==> src/hw/tcio_pkg.sv <==
// Constants and field decoders for the timer channel I/O control
package tcio_pkg;

    localparam int ADDR_W = 4;
    localparam int DATA_W = 16;
    localparam int CNT_W  = 16;
    localparam int FLD_W  = 4;
    localparam int NPIN   = 4;

    // Register offsets
    localparam logic [ADDR_W-1:0] OFS_CHAN1_IO_CONTROL = 4'h0;
    localparam logic [ADDR_W-1:0] OFS_CHAN2_IO_CONTROL = 4'h1;
    localparam logic [ADDR_W-1:0] OFS_CHAN1_FIRST_GR   = 4'h2;
    localparam logic [ADDR_W-1:0] OFS_CHAN1_SECOND_GR  = 4'h3;
    localparam logic [ADDR_W-1:0] OFS_CHAN2_FIRST_GR   = 4'h4;
    localparam logic [ADDR_W-1:0] OFS_CHAN2_SECOND_GR  = 4'h5;
    localparam logic [ADDR_W-1:0] OFS_PIN_STATUS       = 4'h6;
    localparam logic [ADDR_W-1:0] OFS_EVENT_FLAGS      = 4'h7;
    localparam logic [ADDR_W-1:0] OFS_COUNTER          = 4'h8;

    // Field positions inside a control register
    localparam int FIRST_FLD_LSB  = 0;
    localparam int SECOND_FLD_LSB = 4;

    // Field positions inside the pin status and event flag registers
    localparam int PIN_OUT_LSB = 0;
    localparam int PIN_OE_LSB  = 4;
    localparam int PIN_IN_LSB  = 8;
    localparam int MATCH_LSB   = 0;
    localparam int CAPT_LSB    = 4;

    // Reset values
    localparam logic [7:0]        CTRL_RST = 8'h00;
    localparam logic [DATA_W-1:0] GR_RST   = 16'hffff;
    localparam logic [DATA_W-1:0] RD_NONE  = 16'h0000;

    // Field codes
    localparam logic [FLD_W-1:0] FLD_OFF_INIT0 = 4'h0;
    localparam logic [1:0] ACT_NONE   = 2'h0;
    localparam logic [1:0] ACT_LOW    = 2'h1;
    localparam logic [1:0] ACT_HIGH   = 2'h2;
    localparam logic [1:0] ACT_TOGGLE = 2'h3;
    localparam logic [1:0] EDGE_RISE  = 2'h0;
    localparam logic [1:0] EDGE_FALL  = 2'h1;
    localparam logic [1:0] EDGE_BOTH  = 2'h2;
    localparam logic [1:0] EDGE_BOTH2 = 2'h3;

    localparam int CHAN_ONE = 1;
    localparam int CHAN_TWO = 2;

    // Output compare with the pin actually driven
    function automatic logic oc_drive(input logic [FLD_W-1:0] f);
        return (f[3] == 1'b0) && (f[1:0] != ACT_NONE);
    endfunction

    function automatic logic oc_init_level(input logic [FLD_W-1:0] f);
        return f[2];
    endfunction

    function automatic logic is_capture(input logic [FLD_W-1:0] f);
        return f[3];
    endfunction

endpackage

==> src/hw/tcio_unit_if.sv <==
// Signals between the register block and one general register unit
`timescale 1ns/10ps
interface tcio_unit_if;
    logic [3:0]  field;
    logic [15:0] gr_value;
    logic        pin_in;
    logic        alt_event;
    logic        match;
    logic        capture;
    logic        pin_out;
    logic        pin_oe;

    modport ctrl (
        output field,
        output gr_value,
        output pin_in,
        output alt_event,
        input  match,
        input  capture,
        input  pin_out,
        input  pin_oe
    );

    modport unit (
        input  field,
        input  gr_value,
        input  pin_in,
        input  alt_event,
        output match,
        output capture,
        output pin_out,
        output pin_oe
    );
endinterface

==> src/hw/tcio_top.sv <==
// Register block and pin control for timer channels 1 and 2
//
// Summary of operation
// - Each control register holds second-register field high, first low.
// - Code 0000 is compare with pin disabled, and is the reset value.
// - Codes 0001/0101 drive pin low on match, initial 0 or 1.
// - Codes 0010/0110 drive pin high on match, initial 0 or 1.
// - Codes 0011/0111 toggle pin on match, initial 0 or 1.
// - Code 1000 captures the counter on a rising pin edge.
// - Code 1001 captures the counter on a falling pin edge.
// - Codes 1010 and 1011 capture on both pin edges.
// - Channel 1 first register 11xx captures on channel 0 first event.
// - Channel 1 second register 11xx captures on channel 0 third event.
// - Channel 2 codes 1100/1101/1110 capture rising, falling, both edges.
`timescale 1ns/10ps
module tcio_top
    import tcio_pkg::*;
(
    input  wire logic              clk,
    input  wire logic              rst_n,
    input  wire logic [ADDR_W-1:0] addr,
    input  wire logic [DATA_W-1:0] wdata,
    input  wire logic              wr_stb,
    input  wire logic              rd_stb,
    output logic      [DATA_W-1:0] rdata,
    input  wire logic [CNT_W-1:0]  counter,
    input  wire logic              cnt_tick,
    input  wire logic              chan0_first_event,
    input  wire logic              chan0_third_event,
    input  wire logic              chan1_pin_a_in,
    output logic                   chan1_pin_a_out,
    output logic                   chan1_pin_a_oe,
    input  wire logic              chan1_pin_b_in,
    output logic                   chan1_pin_b_out,
    output logic                   chan1_pin_b_oe,
    input  wire logic              chan2_pin_a_in,
    output logic                   chan2_pin_a_out,
    output logic                   chan2_pin_a_oe,
    input  wire logic              chan2_pin_b_in,
    output logic                   chan2_pin_b_out,
    output logic                   chan2_pin_b_oe,
    output logic [NPIN-1:0]        match_pulse,
    output logic [NPIN-1:0]        capture_pulse
);

    // Unit order: 0 ch1 first, 1 ch1 second, 2 ch2 first, 3 ch2 second
    typedef struct packed {
        logic [NPIN-1:0]             sync1;
        logic [NPIN-1:0]             sync2;
        logic [7:0]                  chan1_io_control;
        logic [7:0]                  chan2_io_control;
        logic [NPIN-1:0][DATA_W-1:0] gr;
        logic [NPIN-1:0]             match_flag;
        logic [NPIN-1:0]             capt_flag;
        logic [DATA_W-1:0]           rdata;
    } tcio_state_t;

    tcio_state_t     state_reg;
    tcio_state_t     state_next;
    logic [NPIN-1:0] pin_raw;
    logic [NPIN-1:0] pin_out_w;
    logic [NPIN-1:0] pin_oe_w;
    logic [NPIN-1:0] match_w;
    logic [NPIN-1:0] capt_w;
    logic [NPIN-1:0] wr_gr;

    tcio_unit_if ui [NPIN] ();

    assign pin_raw = {chan2_pin_b_in, chan2_pin_a_in,
                      chan1_pin_b_in, chan1_pin_a_in};

    // Field split of each control register
    assign ui[0].field = state_reg.chan1_io_control[FIRST_FLD_LSB +: FLD_W];
    assign ui[1].field = state_reg.chan1_io_control[SECOND_FLD_LSB +: FLD_W];
    assign ui[2].field = state_reg.chan2_io_control[FIRST_FLD_LSB +: FLD_W];
    assign ui[3].field = state_reg.chan2_io_control[SECOND_FLD_LSB +: FLD_W];

    // Only channel 1 has an alternate capture source
    assign ui[0].alt_event = chan0_first_event;
    assign ui[1].alt_event = chan0_third_event;
    assign ui[2].alt_event = 1'b0;
    assign ui[3].alt_event = 1'b0;

    genvar gi;
    generate
        for (gi = 0; gi < NPIN; gi++) begin : g_unit
            assign ui[gi].gr_value = state_reg.gr[gi];
            assign ui[gi].pin_in   = state_reg.sync2[gi];
            assign pin_out_w[gi]   = ui[gi].pin_out;
            assign pin_oe_w[gi]    = ui[gi].pin_oe;
            assign match_w[gi]     = ui[gi].match;
            assign capt_w[gi]      = ui[gi].capture;
            tcio_gr_unit #(
                .CHAN ((gi < 2) ? CHAN_ONE : CHAN_TWO)
            ) u_gr (
                .clk      (clk),
                .rst_n    (rst_n),
                .counter  (counter),
                .cnt_tick (cnt_tick),
                .u        (ui[gi])
            );
        end
    endgenerate

    always_comb begin
        state_next = state_reg;
        // Pins are asynchronous; only sync2 feeds the edge logic
        state_next.sync1 = pin_raw;
        state_next.sync2 = state_reg.sync1;

        wr_gr = '0;
        if (wr_stb) begin
            unique case (addr)
                OFS_CHAN1_IO_CONTROL:
                    state_next.chan1_io_control = wdata[7:0];
                OFS_CHAN2_IO_CONTROL:
                    state_next.chan2_io_control = wdata[7:0];
                OFS_CHAN1_FIRST_GR:  wr_gr[0] = 1'b1;
                OFS_CHAN1_SECOND_GR: wr_gr[1] = 1'b1;
                OFS_CHAN2_FIRST_GR:  wr_gr[2] = 1'b1;
                OFS_CHAN2_SECOND_GR: wr_gr[3] = 1'b1;
                OFS_EVENT_FLAGS: begin
                    state_next.match_flag = state_reg.match_flag &
                                            ~wdata[MATCH_LSB +: NPIN];
                    state_next.capt_flag  = state_reg.capt_flag &
                                            ~wdata[CAPT_LSB +: NPIN];
                end
                default: ;
            endcase
        end

        for (int i = 0; i < NPIN; i++) begin
            // A capture in the same cycle as a write wins the register
            if (capt_w[i]) begin
                state_next.gr[i] = counter;
            end else if (wr_gr[i]) begin
                state_next.gr[i] = wdata;
            end
        end
        // Set beats a clear landing in the same cycle
        state_next.match_flag = state_next.match_flag | match_w;
        state_next.capt_flag  = state_next.capt_flag | capt_w;

        state_next.rdata = RD_NONE;
        if (rd_stb) begin
            unique case (addr)
                OFS_CHAN1_IO_CONTROL:
                    state_next.rdata = {8'h00, state_reg.chan1_io_control};
                OFS_CHAN2_IO_CONTROL:
                    state_next.rdata = {8'h00, state_reg.chan2_io_control};
                OFS_CHAN1_FIRST_GR:  state_next.rdata = state_reg.gr[0];
                OFS_CHAN1_SECOND_GR: state_next.rdata = state_reg.gr[1];
                OFS_CHAN2_FIRST_GR:  state_next.rdata = state_reg.gr[2];
                OFS_CHAN2_SECOND_GR: state_next.rdata = state_reg.gr[3];
                OFS_PIN_STATUS: begin
                    state_next.rdata[PIN_OUT_LSB +: NPIN] = pin_out_w;
                    state_next.rdata[PIN_OE_LSB +: NPIN]  = pin_oe_w;
                    state_next.rdata[PIN_IN_LSB +: NPIN]  = state_reg.sync2;
                end
                OFS_EVENT_FLAGS: begin
                    state_next.rdata[MATCH_LSB +: NPIN] = state_reg.match_flag;
                    state_next.rdata[CAPT_LSB +: NPIN]  = state_reg.capt_flag;
                end
                OFS_COUNTER: state_next.rdata = counter;
                default:     state_next.rdata = RD_NONE;
            endcase
        end
    end

    always_ff @(posedge clk) begin
        if (!rst_n) begin
            state_reg                  <= '0;
            state_reg.chan1_io_control <= CTRL_RST;
            state_reg.chan2_io_control <= CTRL_RST;
            state_reg.gr               <= {NPIN{GR_RST}};
        end else begin
            state_reg <= state_next;
        end
    end

    assign rdata           = state_reg.rdata;
    assign chan1_pin_a_out = pin_out_w[0];
    assign chan1_pin_a_oe  = pin_oe_w[0];
    assign chan1_pin_b_out = pin_out_w[1];
    assign chan1_pin_b_oe  = pin_oe_w[1];
    assign chan2_pin_a_out = pin_out_w[2];
    assign chan2_pin_a_oe  = pin_oe_w[2];
    assign chan2_pin_b_out = pin_out_w[3];
    assign chan2_pin_b_oe  = pin_oe_w[3];
    assign match_pulse     = match_w;
    assign capture_pulse   = capt_w;

endmodule // tcio_top

==> src/hw/tcio_gr_unit.sv <==
// Compare and capture logic for one general register and its pin
`timescale 1ns/10ps
module tcio_gr_unit
    import tcio_pkg::*;
#(
    parameter int CHAN = 1
) (
    input  wire logic             clk,
    input  wire logic             rst_n,
    input  wire logic [CNT_W-1:0] counter,
    input  wire logic             cnt_tick,
    tcio_unit_if.unit             u
);

    typedef struct packed {
        logic             pin_level;
        logic             prev_in;
        logic [FLD_W-1:0] field_prev;
    } tcio_unit_state_t;

    tcio_unit_state_t state_reg;
    tcio_unit_state_t state_next;
    logic             match_c;
    logic             capt_c;
    logic             rise;
    logic             fall;
    logic [1:0]       edge_sel;
    logic             edge_hit;

    always_comb begin
        state_next = state_reg;
        rise       = u.pin_in & ~state_reg.prev_in;
        fall       = ~u.pin_in & state_reg.prev_in;
        state_next.prev_in    = u.pin_in;
        state_next.field_prev = u.field;
        // Match only on a new count, so a stopped counter toggles once
        match_c = oc_drive(u.field) && cnt_tick &&
                  (counter == u.gr_value);
        if ((u.field != state_reg.field_prev) && oc_drive(u.field)) begin
            state_next.pin_level = oc_init_level(u.field);
        end else if (match_c) begin
            unique case (u.field[1:0])
                ACT_LOW:    state_next.pin_level = 1'b0;
                ACT_HIGH:   state_next.pin_level = 1'b1;
                ACT_TOGGLE: state_next.pin_level = ~state_reg.pin_level;
                ACT_NONE:   state_next.pin_level = state_reg.pin_level;
            endcase
        end
        edge_sel = u.field[1:0];
        unique case (edge_sel)
            EDGE_RISE:  edge_hit = rise;
            EDGE_FALL:  edge_hit = fall;
            EDGE_BOTH:  edge_hit = rise | fall;
            EDGE_BOTH2: edge_hit = (u.field[2] == 1'b0) && (rise | fall);
        endcase
        capt_c = 1'b0;
        if (is_capture(u.field)) begin
            if (u.field[2] == 1'b0) begin
                capt_c = edge_hit;
            end else if (CHAN == CHAN_ONE) begin
                capt_c = u.alt_event;
            end else begin
                capt_c = edge_hit;
            end
        end
    end

    always_ff @(posedge clk) begin
        if (!rst_n) begin
            state_reg <= '0;
        end else begin
            state_reg <= state_next;
        end
    end

    assign u.match   = match_c;
    assign u.capture = capt_c;
    assign u.pin_out = state_reg.pin_level;
    // Codes 0000 and 0100 leave the pin undriven
    assign u.pin_oe  = oc_drive(u.field);

endmodule // tcio_gr_unit

==> config.mk <==
export PLATFORM = sky130hd
export DESIGN_NAME = tcio_top
export DESIGN_NICKNAME = d
export VERILOG_FILES = /design/src/hw/tcio_pkg.sv /design/src/hw/tcio_unit_if.sv /design/src/hw/tcio_top.sv /design/src/hw/tcio_gr_unit.sv
export SDC_FILE = /design/constraint.sdc
export NUM_CORES = 1
export LEC_CHECK = 0
export BUFFER_PORTS_ARGS = -buffer_cell sky130_fd_sc_hd__buf_2
export CORE_MARGIN = 5
export CORE_UTILIZATION = 64
export DETAILED_ROUTE_END_ITERATION = 10
export GPL_TIMING_DRIVEN = 0
export HOLD_SLACK_MARGIN = 0.15
export PLACE_DENSITY = 0.92
export SLEW_MARGIN = 30
export SYNTH_ARGS = -nofsm -noshare
export SYNTH_HDL_FRONTEND = slang
export SYNTH_SLANG_ARGS = --single-unit
==> constraint.sdc <==
create_clock -name clk -period 4.6 [get_ports clk]
set_clock_uncertainty 0.1 [all_clocks]
set_input_delay 0.46 -clock clk [delete_from_list [all_inputs] [get_ports clk]]
set_output_delay 0.46 -clock clk [all_outputs]
set_load 0.005 [all_outputs]
==> results of run 1 <==
[through the flow]
stage | utilization | hold slack, ns | instances | power [mW] | setup slack (ns)
2_1_floorplan | - | 0.312 | 968 | 1.42 | 2.43
3_3_place_gp | 0.686 | 0.318 | 1176 | 1.52 | 1.85
3_5_place_dp | 0.686 | 0.325 | 1176 | 1.53 | 1.79
4_1_cts | 0.742 | 0.183 | 1211 | 2.97 | 1.59
5_1_grt | 0.742 | 0.182 | 1211 | 3.06 | 1.50
6_report | 0.742 | 0.178 | 1211 | 3.00 | 1.54
[final cells by class]
type,instances,area (um^2)
buffer,104,562
inverter,15,56.3
multi-input combinational,713,4340
timing repair buffer,64,335
clock inverter,6,109
tap,147,184
fill,902,3070
sequential,136,2720
clock buffer,26,529
[layout by cell type, fill, tap and decap left out, types with 12 or more instances in the layout]
cell type / count
nand2_1: 160
o21ai_1: 15
nand3_1: 15
a22oi_1: 16
buf_2: 82
o21ai_0: 57
xor2_1: 67
nor4_1: 18
and2_1: 32
dfxtp_1: 136
nor2b_1: 21
a21oi_1: 12
and3_1: 65
clkbuf_1: 52
mux2i_1: 26
buf_4: 28
clkbuf_16: 17
nor2_1: 77
inv_1: 15
[routing by layer]
metal  global-route usage  vias up
met2                0.532      674
li1                     -     3428
met1                0.475     3602
met5                    0        -
met4                0.199        2
met3                0.121      148
[final timing paths]
kind                   startpoint                 to  slack (ns)
setup / recovery   state_reg[105]   capture_pulse[1]        1.54
hold reg to reg   state_next[107]     state_reg[107]        0.34
hold / removal     chan1_pin_a_in    state_next[104]        0.18
setup reg to reg   state_reg[105]  ui[1].gr_value[4]        2.23
[logic make-up (layout without fill, tap and decap cells)]
family                   Yosys count  after routing
adder cells (fa/ha/maj)            8              8
flip-flops                       136            136
buffers and inverters            119            215
AO/OA/AOI/OAI                    166            166
AND/OR/NAND/NOR                  426            426
multiplexers                      35             35
XOR/XNOR                          78             78
[what timing repair did]
item,4_1_cts,5_1_grt
resized for setup,0,0
hold endpoints to repair,3,0
hold buffers,3,0
[power groups by stage]
| stage | Sequential (mW) | Clock [mW] | Combinational, mW |
|---|---|---|---|
| floorplan | 1.24 | 0 | 0.184 |
| global placement | 1.25 | 0 | 0.274 |
| detailed placement | 1.25 | 0 | 0.279 |
| CTS | 1.23 | 1.46 | 0.284 |
| global route | 1.23 | 1.52 | 0.313 |
| finish | 1.23 | 1.47 | 0.299 |
[worst register-to-register path, stage by stage (launching register included)]
cell,delay [ns]
dfxtp_1,0.41
inv_1,0.07
ha_1,0.18
mux2_2,0.26
o21ai_0,0.25
a21bo_2,0.27
clkbuf_1,0.35
and3_1,0.25
o21ai_0,0.09
==> run summary, run 1 <==
- run status: complete, no violations
- standard cell area after detailed placement: 8170 um^2
- top routing layer used: met5
- DRT met1 WL: 9970 um
- Diodes inserted: 0
- initial antenna violation count: 1
- period utilization: 0.666
- count of final setup violators: 0
- post-synthesis async set-or-reset flop share: 0
- die width: 120 um
- Post CTS Setup Buffer Count: 0
- DRC viols: 0
- cell area power density: 339 nW/um^2
- total half-perimeter wirelength after legalization and detailed placement: 19,100 um
- PortBufs: 61
- Routed Antenna Nets: 0
- clock tree root driver cell: clkbuf_16
- required arrival time at the worst endpoint: 4.04 ns
- routed length per instance: 21.9 um
- Max-slew headroom: 0.440
- number of synthesized flops with an enable pin: 0
- portion of netlist area occupied by mux cells: 0.0515
- number of buffers between clock root and the deepest sink: 2
- total number of clock tree sinks: 136
- most common flop cell mapped by yosys: dfxtp_1
- static leakage power: 4.18 nW
- largest family of logic cells by synthesized area: simple AND/OR/NAND/NOR gates
- crit path max-delay cell type: dfxtp_1
- crit-path leading delay family: buffers and inverters
- number of nets in the synthesized netlist: 1,023
- sw frac: 0.243
- count of vias placed by the detailed router: 7,854
- I/O pin count: 79
- Synth warnings: 0
- Post-Synth Adder-Cell Area: 0.0130
- post-synthesis cell type count: 57
- routed wire length: 26,600 um
- part of the total power dissipated in the clock network: 0.491
- WL met2: 11,000 um
- critical-path cell list: inv_1, ha_1, mux2_2, o21ai_0, a21bo_2, buf_2, inv_1, buf_4, buf_2
- Cell Area, Synth: 7680 um^2
- critical path depth: 9
- vertical extent of the die: 120 um
- power dissipated by switching net loads: 0.730 mW
- core box area: 11,900 um^2
- synthesized-area fraction occupied by xor and xnor cells: 0.0889
- top cells by area, synth: dfxtp_1, nand2_1, xor2_1, and3_1, nor2_1
- # nets final: 1,106
- TritonCTS Buffers: 17
- post-synthesis cell type with the largest combined area: dfxtp_1
- combined global-route utilization of all metal layers: 0.364
- clock network latency to the later pin of the worst-skew pair: 0.44 ns
- number of vias per cell after detailed routing: 6.49
- router iterations before antenna repair: 9
- post-synthesis cell count: 968
- startpoint types: flop
- count of buffer and inverter cells on the critical path: 5
- Worst Max-Slew Pin Slew: 0.840 ns
- TNS Setup: 0 ns
- DIE AREA: 14,300 um^2
- simple-gate share of the synthesized area: 0.273
- worst reg-to-reg path cell count: 8
- top cells by instance count after synthesis: nand2_1, dfxtp_1, nor2_1
- Max stage delay on crit path: 0.41 ns
- type of the tightest min-delay check: in -> reg
- final instance area: 8840 um^2
- WP data arrival: 2.50 ns
- Remaining Overflow, GRT: 0
- area added between synthesis and finish: 15.1%
- row cnt: 40
- mean cell area of the mapped netlist: 7.94 um^2
- Seq pwr share: 0.410
- Max Clk Rate: 327 MHz
- clock period minus worst slack: 3.06 ns
- number of DRC markers in iteration 0: 1,037
- class of the most critical setup path: reg -> out
- number of pins with negative max-slew slack in the final report: 0
- clock tree from TritonCTS: done
- max-cap violation count: 0
- most used standard cell by instance count after synthesis: nand2_1
- sequential element share of the synthesized area: 0.354
- placer's final routability congestion estimate: 1.06
- wire length of the first global-routing pass: 39,900 um
- top fanout value on the critical path: 10
- post-synthesis register bit count: 136
- proportion of power drawn by combinational gates: 0.100
- RSZ-0062 raised after global routing: no
- share of post-route cells with drive strength above 1: 0.153
- type of element capturing the critical path: output port
- maximum number of pins on one net before global-route repair: 17
- number of global-route vias before repair: 7,225
- met3 wire len: 3980 um
- final hold violation count: 0
- cell depth of the worst hold path: 2
- IR drop worst, VDD: 245 uV
- clock edge transition at the registers on the reported setup and hold paths: 0.05 ns
- area fraction in compound gates after synthesis: 0.138
- post-synth top area share: 0.354
- design internal power: 2.27 mW
- initial standard-cell utilization of the core: 0.645
- htree depth: 4
- number of flip-flops in the largest register: 64
(Power assumes the default switching activity.)
==> run 2, diff against run 1 <==
--- a/config.mk
+++ b/config.mk
@@ -7,11 +7,11 @@
 export LEC_CHECK = 0
 export BUFFER_PORTS_ARGS = -buffer_cell sky130_fd_sc_hd__buf_2
 export CORE_MARGIN = 5
-export CORE_UTILIZATION = 64
+export CORE_UTILIZATION = 60
 export DETAILED_ROUTE_END_ITERATION = 10
 export GPL_TIMING_DRIVEN = 0
 export HOLD_SLACK_MARGIN = 0.15
-export PLACE_DENSITY = 0.92
+export PLACE_DENSITY = 0.87
 export SLEW_MARGIN = 30
 export SYNTH_ARGS = -nofsm -noshare
 export SYNTH_HDL_FRONTEND = slang
==> constraint.sdc (replaced) <==
create_clock -name clk -period 2.9 [get_ports clk]
set_clock_uncertainty 0.1 [all_clocks]
set_input_delay 0.29 -clock clk [delete_from_list [all_inputs] [get_ports clk]]
set_output_delay 0.29 -clock clk [all_outputs]
set_load 0.005 [all_outputs]
==> run summary, run 2 (same netlist as run 1, synthesis figures left out) <==
- initial antenna violation count: 0
- class of the most critical setup path: reg -> out
- count of vias placed by the detailed router: 7,624
- number of vias per cell after detailed routing: 6.16
- crit-path leading delay family: buffers and inverters
- core box area: 12,600 um^2
- initial standard-cell utilization of the core: 0.611
- static leakage power: 4.14 nW
- clock tree root driver cell: clkbuf_16
- wire length of the first global-routing pass: 40,200 um
- Critical R2R Launch: state_reg[105]
- total number of clock tree sinks: 136
- IR drop worst, VDD: 374 uV
- number of global-route vias before repair: 6,947
- router iterations before antenna repair: 7
- area added between synthesis and finish: 15.3%
- Max Clk Rate: 356 MHz
- Worst Max-Slew Pin Slew: 0.796 ns
- type of the tightest min-delay check: in -> reg
- cell depth of the worst hold path: 3
- number of flip-flops in the largest register: 64
- row cnt: 41
- maximum number of pins on one net before global-route repair: 17
- routed wire length: 26,500 um
- count of buffer and inverter cells on the critical path: 5
- area of the multi-input gates: 4350 um^2
- commonest cells after routing, fill and taps aside: nand2_1, dfxtp_1, buf_2, nor2_1, xor2_1
- Setup Slack @ Placement: 0.487 ns
- top fanout value on the critical path: 10
- TritonCTS Buffers: 17
- most frequent standard cell in the layout excluding fill and tap cells: nand2_1
- die width: 123 um
- filler cell count in the final layout: 1,011
- Diodes inserted: 0
- final worst-path setup slack: 0.0873 ns
- TNS Setup: 0 ns
- HP Start: counter[13]
- count of final setup violators: 0
- Power, Total: 4.63 mW
- reg-to-reg setup timing slack: 0.62 ns
- required arrival time at the worst endpoint: 2.51 ns
- Remaining Overflow, GRT: 0
- crit path max-delay cell type: dfxtp_1
- startpoint types: flop
- Max stage delay on crit path: 0.42 ns
- Routed Antenna Nets: 0
- cell area power density: 522 nW/um^2
- RSZ-0062 raised after global routing: no
- share of post-route cells with drive strength above 1: 0.155
- htree depth: 4
- destination of the worst hold path: ui[3].gr_value[13]
- worst reg-to-reg path cell count: 8
- clock network latency to the later pin of the worst-skew pair: 0.44 ns
- clock tree from TritonCTS: done
- routed length per instance: 21.4 um
- type of element capturing the critical path: output port
- placer's final routability congestion estimate: 1.03
- max-cap violation count: 0
- number of pins with negative max-slew slack in the final report: 0
- final hold violation count: 0
- clock edge transition at the registers on the reported setup and hold paths: 0.06 ns
- number of DRC markers in iteration 0: 1,256
- clock period minus worst slack: 2.81 ns
- # nets final: 1,107
- DIE AREA: 15,200 um^2
- terminus of the critical flop-to-flop path: ui[1].gr_value[11]
- I/O pin count: 79
- combined global-route utilization of all metal layers: 0.355
- WP data arrival: 2.42 ns
- run status: complete, no violations
- period utilization: 0.970
- area taken by flip-flops and latches: 2720 um^2
- critical path depth: 9
- vertical extent of the die: 123 um
- total half-perimeter wirelength after legalization and detailed placement: 19,300 um
- Max-slew headroom: 0.470
- number of buffers between clock root and the deepest sink: 2
- DRC viols: 0
- PortBufs: 61
- critical-path cell list: inv_1, ha_1, mux2_2, o21ai_0, a21bo_2, buf_2, inv_1, buf_4, buf_2
run 2: changes by cell type in the layout (fill, tap and decap cells not counted), sizes merged:
| cell | previous run | this run |
|---|---|---|
| clkinvlp | 0 | 6 |
| dlygate4sd3 | 3 | 5 |
| clkinv | 3 | 2 |
| bufinv | 3 | 2 |
| clkbuf | 77 | 72 |
run 2: cell type report:
class,instances,share of cell area
Multi-Input combinational cell,713,0.491
Sequential cell,136,0.307
Buffer,103,0.0630
Clock buffer,22,0.0547
Timing Repair Buffer,66,0.0401
Tap cell,172,0.0243
Clock inverter,10,0.0134
Inverter,15,0.00636
run 2: worst max-delay path by stage:
stage / from / endpoint / slack, ns
2_1_floorplan: state_reg[96] / capture_pulse[0] / 1.01
3_3_place_gp: addr[1] / rdata[15] / 0.45
3_5_place_dp: counter[7] / match_pulse[1] / 0.49
4_1_cts: state_reg[96] / capture_pulse[0] / 0.09
5_1_grt: state_reg[104] / capture_pulse[0] / 0.007
6_report: state_reg[105] / capture_pulse[1] / 0.09
run 2: metrics by stage:
stage	area [um^2]	hold slack (ns)	instances	util
6_report	8860	0.185	1237	0.705
5_1_grt	8860	0.181	1237	0.705
4_1_cts	8860	0.169	1238	0.705
3_5_place_dp	8200	0.322	1201	0.653
3_3_place_gp	8200	0.319	1201	0.653
2_1_floorplan	7680	0.312	968	-
run 2: repair_timing:
action	4_1_cts	5_1_grt
gates resized for setup	0	1
setup endpoints to repair	0	2
hold endpoints to repair	5	0
setup buffers	0	0
hold buffers	5	0
run 2: routing by layer:
metal | track usage | vias to the layer above | wire, um
met5 | 0 | - | 0
met4 | 0.166 | 0 | 1360
met3 | 0.105 | 120 | 3700
met2 | 0.510 | 593 | 10900
met1 | 0.489 | 3477 | 10500
li1 | - | 3434 | -
run 2: worst register-to-register path, cell delays in order, from the launching register on:
cell and delay (ns):
dfxtp_1 0.42, inv_1 0.07, ha_1 0.19, mux2_2 0.28, o21ai_0 0.16, a21bo_2 0.23
clkbuf_1 0.41, nor2_1 0.14, o21ai_0 0.21
run 2: where the power goes:
group	internal (mW)	switching, mW	leakage (nW)
registers	1.91	0.0398	1.10
clock network	1.35	0.852	0.277
logic	0.180	0.295	2.76
total	3.44	1.19	4.14
